<file path="config.mk">
export PLATFORM = sky130hd
export DESIGN_NAME = wrf_regfile
export DESIGN_NICKNAME = d
export VERILOG_FILES = /design/src/pkg/wrf_pkg.sv /design/src/logic/wrf_ptr_unit.sv /design/src/logic/wrf_regfile.sv
export SDC_FILE = /design/constraint.sdc
export NUM_CORES = 1
export LEC_CHECK = 0
export BUFFER_PORTS_ARGS = -buffer_cell sky130_fd_sc_hd__clkbuf_2
export CORE_MARGIN = 2
export CORE_UTILIZATION = 50
export DETAILED_ROUTE_END_ITERATION = 12
export MAX_ROUTING_LAYER = met4
export PLACE_DENSITY = 0.67
export SYNTH_ARGS = -nofsm -noshare
export SYNTH_HDL_FRONTEND = slang
export SYNTH_SLANG_ARGS = --single-unit
</file>
<file path="constraint.sdc">
create_clock -name clock -period 6.05 [get_ports clock]
set_clock_uncertainty 0.1 [all_clocks]
set_input_delay 0.605 -clock clock [delete_from_list [all_inputs] [get_ports clock]]
set_output_delay 0.605 -clock clock [all_outputs]
set_load 0.01 [all_outputs]
</file>
<file path="src/pkg/wrf_pkg.sv">
// Shared constants and carrier types for the working register file
package wrf_pkg;

  // ***********************************************************
  // Geometry and reset
  // ***********************************************************
  localparam int          WRF_NUM_REGS  = 32;
  localparam int          WRF_DATA_W    = 8;
  localparam int          WRF_SEL_W     = 5;
  localparam int          WRF_ADDR_W    = 16;
  localparam int          WRF_DISP_W    = 6;
  localparam logic [7:0]  WRF_RESET_VAL = 8'h00;

  // ***********************************************************
  // Pointer pairs and data-space map
  // ***********************************************************
  localparam logic [4:0]  WRF_PTR_A_LO  = 5'h1A; // Pointer A low byte, high at +1
  localparam logic [4:0]  WRF_PTR_B_LO  = 5'h1C; // Pointer B low byte
  localparam logic [4:0]  WRF_PTR_C_LO  = 5'h1E; // Pointer C low byte
  localparam logic [4:0]  WRF_UPPER_BIT = 5'h10; // Base of upper_register_half
  localparam logic [15:0] WRF_REG_END   = 16'h0020; // First address past the file
  localparam logic [15:0] WRF_IO_END    = 16'h0060; // First address past I/O space
  localparam logic [15:0] WRF_PTR_STEP  = 16'h0001;

  // ***********************************************************
  // Enumerations
  // ***********************************************************
  typedef enum logic [1:0] {WRF_OP_REG_REG, WRF_OP_CONST_REG, WRF_OP_SINGLE} wrf_op_kind_t;
  typedef enum logic [1:0] {WRF_PTR_A, WRF_PTR_B, WRF_PTR_C} wrf_ptr_t;
  typedef enum logic [1:0] {WRF_IND_PLAIN, WRF_IND_PREDEC, WRF_IND_POSTINC,
                            WRF_IND_DISP} wrf_ind_mode_t;

  // ***********************************************************
  // Carriers
  // ***********************************************************
  typedef struct packed {
    wrf_op_kind_t   kind;   // Operand form
    logic [4:0]     rd_sel; // Destination/first operand field
    logic [4:0]     rr_sel; // Second operand field
  } wrf_alu_req_t;

  typedef struct packed {
    logic           en;     // Write result this cycle
    logic           upper;  // Immediate form: field selects upper half
    logic [4:0]     sel;    // Destination field
    logic [7:0]     data;   // Result byte
  } wrf_wb_t;

  typedef struct packed {
    logic           valid;  // Data-space access this cycle
    logic           write;  // Store when set, load when clear
    logic [15:0]    addr;   // Direct address, unused when indirect
    logic [7:0]     wdata;  // Store data
  } wrf_ds_req_t;

  typedef struct packed {
    logic           valid;  // Indirect addressing this cycle
    wrf_ptr_t       ptr;    // Pointer pair used
    wrf_ind_mode_t  mode;   // Addressing mode
    logic [5:0]     disp;   // Unsigned displacement
  } wrf_ind_req_t;

endpackage

</file>
<file path="src/logic/wrf_ptr_unit.sv">
// Indirect address and pointer update arithmetic
`timescale 1ns/100ps
module wrf_ptr_unit
  import wrf_pkg::*;
(
  input  wire wrf_ind_req_t ind_req,  // Indirect request
  input  wire logic [15:0]  base,     // Current value of the chosen pair
  output logic [15:0]       addr,     // Access address
  output logic [15:0]       new_ptr,  // Value written back to the pair
  output logic              update,   // Pair is written back this cycle
  output logic              bad       // Displacement on pointer A
);

  logic [15:0] dec_val;
  logic [15:0] inc_val;

  // Full 16-bit add so carry and borrow cross the byte boundary
  assign dec_val = base - WRF_PTR_STEP;
  assign inc_val = base + WRF_PTR_STEP;

  // Address and write-back per mode
  always_comb begin
    addr    = base;
    new_ptr = base;
    update  = 1'b0;
    bad     = 1'b0;
    if (ind_req.valid) begin
      case (ind_req.mode)
        WRF_IND_PREDEC: begin
          addr    = dec_val;
          new_ptr = dec_val;
          update  = 1'b1;
        end
        WRF_IND_POSTINC: begin
          addr    = base;
          new_ptr = inc_val;
          update  = 1'b1;
        end
        WRF_IND_DISP: begin
          // Pointer A has no displacement form; flag it and use the bare base
          if (ind_req.ptr == WRF_PTR_A) begin
            bad = 1'b1;
          end else begin
            addr = base + {10'h000, ind_req.disp};
          end
        end
        default: begin
          addr = base;
        end
      endcase
    end
  end

endmodule

</file>
<file path="src/logic/wrf_regfile.sv">
// Working register file with pointer pairs and data-space decode
// Contract
// - Thirty-two eight-bit registers, each readable within one cycle.
// - Two operands out and one result written in the same cycle.
// - Six registers also form three 16-bit pointers A, B, C.
// - A is 27:26, B is 29:28, C is 31:30, high:low.
// - Pointer C supplies the full constant-table byte address.
// - Data addresses 0x00-0x1F read and write register n.
// - Data addresses 0x20-0x5F decode to I/O space, not registers.
// - Indirect accesses below 0x20 reach the addressed working register.
// - Immediate forms select only registers 16 through 31.
// - All other register operations may select any of the 32 registers.
// - Operands for register-register, constant-register and single-register forms.
// - Pointer C upper fifteen bits pick the word, bit zero the byte.
// - Pre-decrement uses and stores the decremented pointer.
// - Post-increment uses the old pointer, then stores it plus one.
// - Displacement only on B or C, six-bit unsigned offset added.
`timescale 1ns/100ps
module wrf_regfile
  import wrf_pkg::*;
(
  input  wire logic         clock,          // System clock, 200 MHz
  input  wire logic         reset,          // Synchronous, active high
  input  wire wrf_alu_req_t alu_req,        // Operand selection from decoder
  output logic [7:0]        op_d,           // First operand to ALU
  output logic [7:0]        op_r,           // Second operand to ALU
  input  wire wrf_wb_t      wb,             // ALU result write-back
  input  wire wrf_ds_req_t  ds_req,         // Load/store data-space access
  input  wire wrf_ind_req_t ind_req,        // Indirect addressing request
  output logic [15:0]       ds_addr_eff,    // Effective data address
  output logic              ds_hit_reg,     // Access lands in the register file
  output logic              ds_hit_io,      // Access lands in I/O space
  output logic [7:0]        ds_rdata,       // Load data from register file
  output logic              ind_bad,        // Displacement asked on pointer A
  output logic [14:0]       lpm_word_addr,  // Constant-table word address
  output logic              lpm_high_byte   // Constant-table byte pick
);

  // ***********************************************************
  // Storage
  // ***********************************************************
  logic [7:0]  regs      [WRF_NUM_REGS];
  logic [7:0]  next_regs [WRF_NUM_REGS];
  logic [15:0] ptr_val   [3];
  logic [15:0] ind_base;
  logic [15:0] ind_addr;
  logic [15:0] ind_new;
  logic        ind_upd;
  logic [4:0]  ptr_lo;
  logic [4:0]  ptr_hi;
  logic [4:0]  wb_idx;
  logic [4:0]  rd_idx;
  logic        ds_store_reg;

  // Pair views, one per pointer
  genvar gp;
  generate
    for (gp = 0; gp < 3; gp++) begin : g_ptr
      assign ptr_val[gp] = {regs[WRF_PTR_A_LO + 5'(2 * gp + 1)],
                            regs[WRF_PTR_A_LO + 5'(2 * gp)]};
    end
  endgenerate

  // ***********************************************************
  // Operand read
  // ***********************************************************
  // Immediate forms carry a 4-bit field; the top bit is implied
  assign rd_idx = (alu_req.kind == WRF_OP_CONST_REG) ?
                  (WRF_UPPER_BIT | {1'b0, alu_req.rd_sel[3:0]}) : alu_req.rd_sel;

  // Reads come straight off storage, so a write this cycle is not seen yet
  always_comb begin
    op_d = regs[rd_idx];
    case (alu_req.kind)
      WRF_OP_REG_REG:   op_r = regs[alu_req.rr_sel];
      WRF_OP_CONST_REG: op_r = 8'h00;
      WRF_OP_SINGLE:    op_r = 8'h00;
      default:          op_r = 8'h00;
    endcase
  end

  // ***********************************************************
  // Indirect addressing
  // ***********************************************************
  assign ind_base = ptr_val[ind_req.ptr];
  assign ptr_lo   = WRF_PTR_A_LO + {2'b00, ind_req.ptr, 1'b0};
  assign ptr_hi   = ptr_lo + 5'h01;

  wrf_ptr_unit u_ptr (
    .ind_req (ind_req),
    .base    (ind_base),
    .addr    (ind_addr),
    .new_ptr (ind_new),
    .update  (ind_upd),
    .bad     (ind_bad)
  );

  // ***********************************************************
  // Data-space decode
  // ***********************************************************
  // Indirect address replaces the direct one, so pointers can index the file
  assign ds_addr_eff = ind_req.valid ? ind_addr : ds_req.addr;
  assign ds_hit_reg  = ds_req.valid && (ds_addr_eff < WRF_REG_END);
  assign ds_hit_io   = ds_req.valid && (ds_addr_eff >= WRF_REG_END) &&
                       (ds_addr_eff < WRF_IO_END);
  assign ds_store_reg = ds_hit_reg && ds_req.write;

  // Load data is the stored value; zero when the access goes elsewhere
  assign ds_rdata = (ds_hit_reg && !ds_req.write) ? regs[ds_addr_eff[4:0]] : 8'h00;

  // ***********************************************************
  // Constant-table address
  // ***********************************************************
  assign lpm_word_addr = ptr_val[WRF_PTR_C][15:1];
  assign lpm_high_byte = ptr_val[WRF_PTR_C][0];

  // ***********************************************************
  // Write path
  // ***********************************************************
  assign wb_idx = wb.upper ? (WRF_UPPER_BIT | {1'b0, wb.sel[3:0]}) : wb.sel;

  // Priority low to high: ALU result, store, pointer step. The pointer step
  // wins because losing it would corrupt the address stream of a loop.
  always_comb begin
    next_regs = regs;
    if (wb.en) begin
      next_regs[wb_idx] = wb.data;
    end
    if (ds_store_reg) begin
      next_regs[ds_addr_eff[4:0]] = ds_req.wdata;
    end
    if (ind_upd) begin
      next_regs[ptr_lo] = ind_new[7:0];
      next_regs[ptr_hi] = ind_new[15:8];
    end
  end

  // Registers only; cleared on reset
  always_ff @(posedge clock) begin
    if (reset) begin
      regs <= '{default: WRF_RESET_VAL};
    end else begin
      regs <= next_regs;
    end
  end
endmodule

</file>
**Yosys cells after proc, flatten, opt, wreduce, memory -nomap -nowiden**

Index checks and enable logic that the tools add are counted.

- Bits in registers: 256
- Input bits: 66
- Output and inout bits: 59
- Word-level logic and storage cells: 116

- $add $sub $neg: 5
- $lt $le $gt $ge: 14
- Eq/ne operators: 4
- Multiplexer cells: 41
- Bitwise gates (word level): 7
- Reductions and logical operators: 13

Operators with widths:

| operator | number |
|---|---|
| bitwise mux 256 bit | 4 |
| two-way mux 256 bit | 3 |
| demux 8 bit (select 5 bit) | 4 |
| binary-select mux 8 bit (select 5 bit) | 3 |
| two-way mux 8 bit | 12 |
| two-way mux 16 bit | 5 |
| case mux 16 bit (2 select lines) | 2 |
| greater-or-equal comparator 6 bit, second input constant | 6 |
| inverter 5 -> 6 bit | 6 |
| binary-select mux 16 bit (select 2 bit) | 1 |
| < comparator 6 x 1 -> 1 bit, second input constant | 4 |
| adder 16 x 1 -> 16 bit, second input constant | 1 |
| adder 16 x 6 -> 16 bit | 1 |
| greater-or-equal comparator 16 x 6 -> 1 bit, second input constant | 1 |
| < comparator 16 x 6 -> 1 bit, second input constant | 1 |
| < comparator 16 x 7 -> 1 bit, second input constant | 1 |
| subtractor 16 x 1 -> 16 bit, second input constant | 1 |
| two-way mux 5 bit | 2 |
| logical AND 1 bit | 9 |
| adder 4 x 4 -> 5 bit, first input constant | 1 |
| adder 5 x 1 -> 5 bit, second input constant | 1 |
| two-way mux 1 bit | 5 |
| == test 2 x 1 -> 1 bit, second input constant | 2 |
| == test 2 bit, second input constant | 2 |
| other kinds (5) | 6 |

**Longest topological paths before layout**

- Word-level depth: 18
- Depth in mapped cells: 21
- Mapped depth without buffers: 17

**Modules after synthesis**

Synthesis repeated with hierarchy kept, for this count alone.

- Cell total of the unflattened synthesis: 2,591
- Area total of the unflattened synthesis: 20,972.6 um2

By module, submodules not included:

| module | times used | cells an instance | area each (um2) | seq. area each (um2) |
|---|---|---|---|---|
| wrf_regfile | 1 | 2,306 | 19,168.4 | 5,124.9 |
| wrf_ptr_unit | 1 | 285 | 1,804.2 | 0.0 |

**Least setup slack after synthesis**

No wires, ideal clock.

- Kind: input-to-output
- From: input port ind_req[8] (netlist bit)
- To: output port ds_rdata[5]
- Arrival time: 5.071 ns
- Data required time: 5.345 ns
- Path slack: 0.274 ns
- Stages: 18
- Path buffers: 4
- Cells stage by stage: buf_6 -> buf_6 -> mux2i_1 -> o21a_1 -> inv_1 -> ha_1 -> o211ai_1 -> o21ai_0 -> nand4_1 -> or4_1 -> nor3_1 -> a21o_1 -> o221ai_2 -> or4b_1 -> buf_2 -> or4_1 -> clkbuf_1 -> a2111oi_0

- Elaborated cells on any way between the ends: 18
- Those cells by class: 2 x add/sub; 1 x order compare; 10 x mux; 2 x bitwise; 3 x reduce/logical

RTL lines:

| item | line | RTL |
|---|---|---|
| start, declared | wrf_regfile.sv:29 | `input wire wrf_ind_req_t ind_req,` |
| inverter 2 -> 3 bit (implied by the code) | wrf_regfile.sv:85 | `assign ind_base = ptr_val[ind_req.ptr];` |
| binary-select mux 16 bit (select 2 bit) | wrf_regfile.sv:85 |  |
| two-way mux 16 bit (implied by the code) (2 in series) | wrf_regfile.sv:85 |  |
| adder 16 x 6 -> 16 bit | wrf_ptr_unit.sv:44 | `addr = base + {10'h000, ind_req.disp};` |
| two-way mux 16 bit | wrf_ptr_unit.sv:41 | `if (ind_req.ptr == WRF_PTR_A) begin` |
| case mux 16 bit (2 select lines) (*) | wrf_ptr_unit.sv:28 | `case (ind_req.mode)` |
| two-way mux 16 bit (*) | wrf_regfile.sv:102 | `assign ds_addr_eff = ind_req.valid ? ind_addr : ds_req.addr;` |
| net ds_addr_eff[15] | wrf_regfile.sv:30 | `output logic [15:0] ds_addr_eff,` |
| < comparator 16 x 6 -> 1 bit (*) | wrf_regfile.sv:103 | `assign ds_hit_reg = ds_req.valid && (ds_addr_eff < WRF_REG_END);` |
| logical AND 1 bit (*) | wrf_regfile.sv:103 |  |
| logical AND 1 bit (*) | wrf_regfile.sv:109 | `assign ds_rdata = (ds_hit_reg && !ds_req.write) ? regs[ds_addr_eff[4:0]] : 8'h00;` |
| two-way mux 8 bit (*) | wrf_regfile.sv:109 |  |
| end, declared | wrf_regfile.sv:33 | `output logic [7:0] ds_rdata,` |

The timed path passes the listed nets; every way through them passes the cells marked *. The select of a mux whose other input is x is not followed.

**Worst setup path in the final report**

- From: register regs (netlist bit ptr_val[33])
- To: output port ds_rdata[5]

- Cells in the longest elaborated chain, start to end: 12
- Elaborated cells on any way between the ends: 16
- Those cells by class: 2 x add/sub; 1 x order compare; 10 x mux; 1 x bitwise; 2 x reduce/logical

RTL lines:

| item | line | RTL |
|---|---|---|
| start, declared | wrf_regfile.sv:42 | `logic [7:0] regs [WRF_NUM_REGS];` |
| start signal, assigned | wrf_regfile.sv:143 | `regs <= next_regs;` |
| binary-select mux 16 bit (select 2 bit) (*) | wrf_regfile.sv:85 |  |
| two-way mux 16 bit (implied by the code) (*) (2 in series) | wrf_regfile.sv:85 |  |
| adder 16 x 6 -> 16 bit | wrf_ptr_unit.sv:44 |  |
| two-way mux 16 bit | wrf_ptr_unit.sv:41 |  |
| case mux 16 bit (2 select lines) (*) | wrf_ptr_unit.sv:28 |  |
| two-way mux 16 bit (*) | wrf_regfile.sv:102 |  |
| branches (longest 4 deep; another with < comparator 16 x 6 -> 1 bit) | -- |  |
| two-way mux 8 bit (*) | wrf_regfile.sv:109 |  |

Every way passes the cells marked *. The select of a mux whose other input is x is not followed.

==> results.py <==
metrics = {
    "status": {
        "outcome": "finished clean",
    },
    "clocking": {
        "cts_setup_buffers": 0,
        "h-tree-depth": 2,
        "tritoncts": "built",
        "cts_made_buffers": 34,
        "clkSlewWorstSetupHoldPaths_ns": 0.06,
        "clock_path_buffers": 3,
        "cts_sinks": 256,
        "clock-root-buffer": "clkbuf_16",
        "clk_latency_ns": 0.56,
    },
    "final_layout": {
        "n_fill_cell": 4078,
        "syn_to_final_growth_pct": 11.3,
        "drive_above_1_share_pct": 27.0,
        "nNetsFinal": 2654,
        "fin_area_um2": 25100,
    },
    "drt": {
        "wl_met1_um": 39300,
        "ant_nets": 0,
        "drt_wl_total_um": 102000,
        "drc_errors": 0,
        "via_per_inst": 7.21,
        "drt_pass1_iterations": 6,
        "dr_total_vias": 23100,
        "wl_met2_um": 42900,
        "wl_per_cell_um": 31.8,
        "wl_met3_um": 13900,
        "dr.first_iter.drc_count": 4059,
        "dr.max_layer_used": "met4",
    },
    "die": {
        "pin_count": 125,
        "dieArea_um2": 46800,
        "rows": 77,
        "start_util_pct": 50.9,
        "fp.dieW_um": 216,
        "core_um2": 44300,
        "die_y_um": 216,
    },
    "power_and_ir_drop": {
        "cellLeakagePower_nw": 9.76,
        "p_int_mw": 3.21,
        "comb_power_share_pct": 21.2,
        "power.total_mw": 4.78,
        "power_frac_clock_pct": 42.3,
        "swShare_pct": 33.0,
        "power_density_nw_per_um2": 191,
        "power_frac_seq_pct": 36.5,
        "ir_drop_v": 0.000184,
        "p_sw_mw": 1.58,
    },
    "logic_synthesis": {
        "avgSynthCellArea_um2": 8.87,
        "syn_area_um2": 22500,
        "synth.area.top_cells": "dfxtp_1 23%, mux4_2 18%, mux2i_1 8.9%",
        "synth_nets": 2620,
        "synthArstFlopShare_pct": 0,
        "synth_edf_count": 0,
        "ys.flop_type": "dfxtp_1",
        "yosysSeqAreaShare_pct": 22.7,
        "synth_top_area_share_pct": 22.7,
        "post-synth-top-area-cell": "dfxtp_1",
        "synth_warnings": 0,
        "synth_cell_type_count": 79,
        "syn_inst": 2542,
        "synth-seq-cells": 256,
    },
    "worst_setup_path": {
        "worst-path-max-fanout": 6,
        "worstPathArrival_ns": 5.21,
        "worstSetupEndpointType": "primary output",
        "crit_required_ns": 5.34,
        "worstSetupPathType": "reg2out",
        "start_kind": "register",
    },
    "sta": {
        "max_freq_mhz": 169,
        "hold_viol": 0,
        "worst_pin_slew_ns": 1.32,
        "slew_headroom_pct": 12.3,
        "period_needed_ns": 5.92,
        "setup_viol": 0,
        "finalSetupTns_ns": 0,
        "slew_viol_final": 0,
        "finalCritPeriodShare_pct": 97.8,
        "rsz0062_at_grt": "true",
        "setup_ws_ns": 0.133,
    },
    "global_routing": {
        "grt_pass1_vias": 21200,
        "grt_max_degree": 105,
        "antenna_found_initial": 5,
        "grt_util_all_layers_pct": 43.6,
        "grt-ovfl-total": 0,
        "grt_pass1_wl_um": 147000,
    },
    "placement": {
        "post-place-ws_ns": 0.0119,
        "placed_area_um2": 24000,
        "hpwl_um": 72100,
        "portBuffers": 124,
        "place.gp.congestion": 1.07,
    },
    "run": {
        "max-cap-violations": 0,
    },
    "hold_path": {
        "min_path_type": "in2reg",
    },
}
## critical path, stage by stage, from the launching register on
cell and delay, ns:
dfxtp_1 0.41, mux2i_1 0.20, a2bb2oi_2 0.24, buf_4 0.17, ha_1 0.18, o211ai_1 0.13
or4_4 0.50, nor4b_1 0.31, buf_4 0.18, mux2i_1 0.18, o211ai_1 0.13, nor2_1 0.13
or4b_1 0.52, or4_1 0.46, buf_4 0.20, a2111oi_0 0.36, buf_4 0.21, clkbuf_2 0.13
## cells by family (layout without fill, tap and decap cells)
kind of cell | after synthesis | in the layout | share of synthesized area [%]
compound gates | 345 | 345 | 10.4
xor+xnor | 23 | 23 | 0.894
fa+ha+maj | 12 | 12 | 0.699
buf+inv | 289 | 346 | 5.63
flops | 256 | 256 | 22.7
mux | 587 | 587 | 38.2
other cells | 0 | 6 | 0
simple gates | 1030 | 1030 | 21.5
## path summary, 6_finish.rpt
kind | startpoint | end | slack [ns] | depth (start not counted)
setup reg to reg | ptr_val[32]$_SDFF_PP0_ | ptr_val[47]$_SDFF_PP0_ | 0.95 | 17
hold reg to reg | regs[255]$_SDFF_PP0_ | regs[255]$_SDFF_PP0_ | 0.56 | 2
setup / recovery | ptr_val[33]$_SDFF_PP0_ | ds_rdata[5] | 0.13 | 17
hold / removal | ds_req[7] | ptr_val[47]$_SDFF_PP0_ | 0.39 | 3
## registers in the layout, summed over array words and instances (netlist names)
signal and count:
lpm_high_byte 1, lpm_word_addr 15, ptr_val 32, regs 208
## stage by stage
stage	util [%]	std cells	hold WS (ns)
finish	56.6	3197	0.395
global route	56.6	3195	0.449
CTS	56.5	3191	0.354
detailed placement	54.1	3132	0.518
global placement	54.1	3132	0.522
floorplan	-	2542	0.457
## placed cells by master (no fill, tap or decap), types with 8 or more instances in the layout
cell / instances
mux2_4: 64
dfxtp_1: 254
mux2_2: 79
a311oi_1: 10
or3_1: 14
o22ai_1: 8
and4_1: 9
nor3_1: 31
o21ai_0: 46
mux2i_1: 199
mux4_2: 178
a31oi_1: 31
mux2_1: 64
ha_1: 11
xnor2_1: 16
o211ai_1: 10
clkbuf_1: 10
nand2_1: 375
clkbuf_2: 118
nand2b_1: 16
inv_1: 15
or4_4: 9
clkbuf_16: 35
o311ai_0: 42
nor2b_1: 8
nand3_1: 170
nor2_1: 226
nand4_1: 44
a21oi_1: 122
nor4_1: 13
or4_1: 8
buf_4: 136
or2_2: 12
and3_1: 51
## metal layers
metal  global-route usage (%)  vias up
li1                         -     9540
met1                     58.2    11300
met2                     62.4     1900
met3                     10.5      340
met4                     20.2        0
met5                        -        -
## area by class of cell
cell class | instances | area [um2] | area share, %
well taps | 592 | 741 | 2.95
multi-input cells | 1997 | 16300 | 64.8
repair buffers | 266 | 1800 | 7.15
inverters | 21 | 81.3 | 0.324
diodes | 6 | 15.0 | 0.0598
clock inverters | 9 | 88.8 | 0.354
flip-flops and latches | 256 | 5130 | 20.4
clock buffers | 50 | 982 | 3.91
## Yosys cell counts (9+ instances only)
master,instances
o21ai_0,47
buf_2,16
buf_1,38
or4_4,9
nand2_1,375
mux2_2,79
nand3_1,170
dfxtp_1,256
xnor2_1,16
mux4_2,178
nor4_1,16
a311oi_1,10
clkbuf_1,184
o311ai_0,42
mux2_1,64
nand2b_1,16
or3_1,14
a31oi_1,31
nor2_1,227
buf_6,14
o211ai_1,10
or2_2,12
ha_1,11
nor3_1,33
nor2b_1,16
buf_4,16
and4_1,9
mux2_4,64
inv_1,17
a21oi_1,123
and3_1,51
nand4_1,44
mux2i_1,201
## power groups by stage
stage | clock (mW) | combinational, mW | sequential, mW
after floorplan | 0 | 0.575 | 1.76
after global placement | 0 | 0.963 | 1.78
after detailed placement | 0 | 0.967 | 1.78
after CTS | 2.02 | 0.969 | 1.74
after global routing | 2.09 | 1.04 | 1.74
final | 2.03 | 1.01 | 1.74
## repair_timing
action	CTS	global route
gates resized for setup	1	11
endpoints found under the setup margin	4	8
hold buffers	0	0
(Power assumes the default switching activity.)
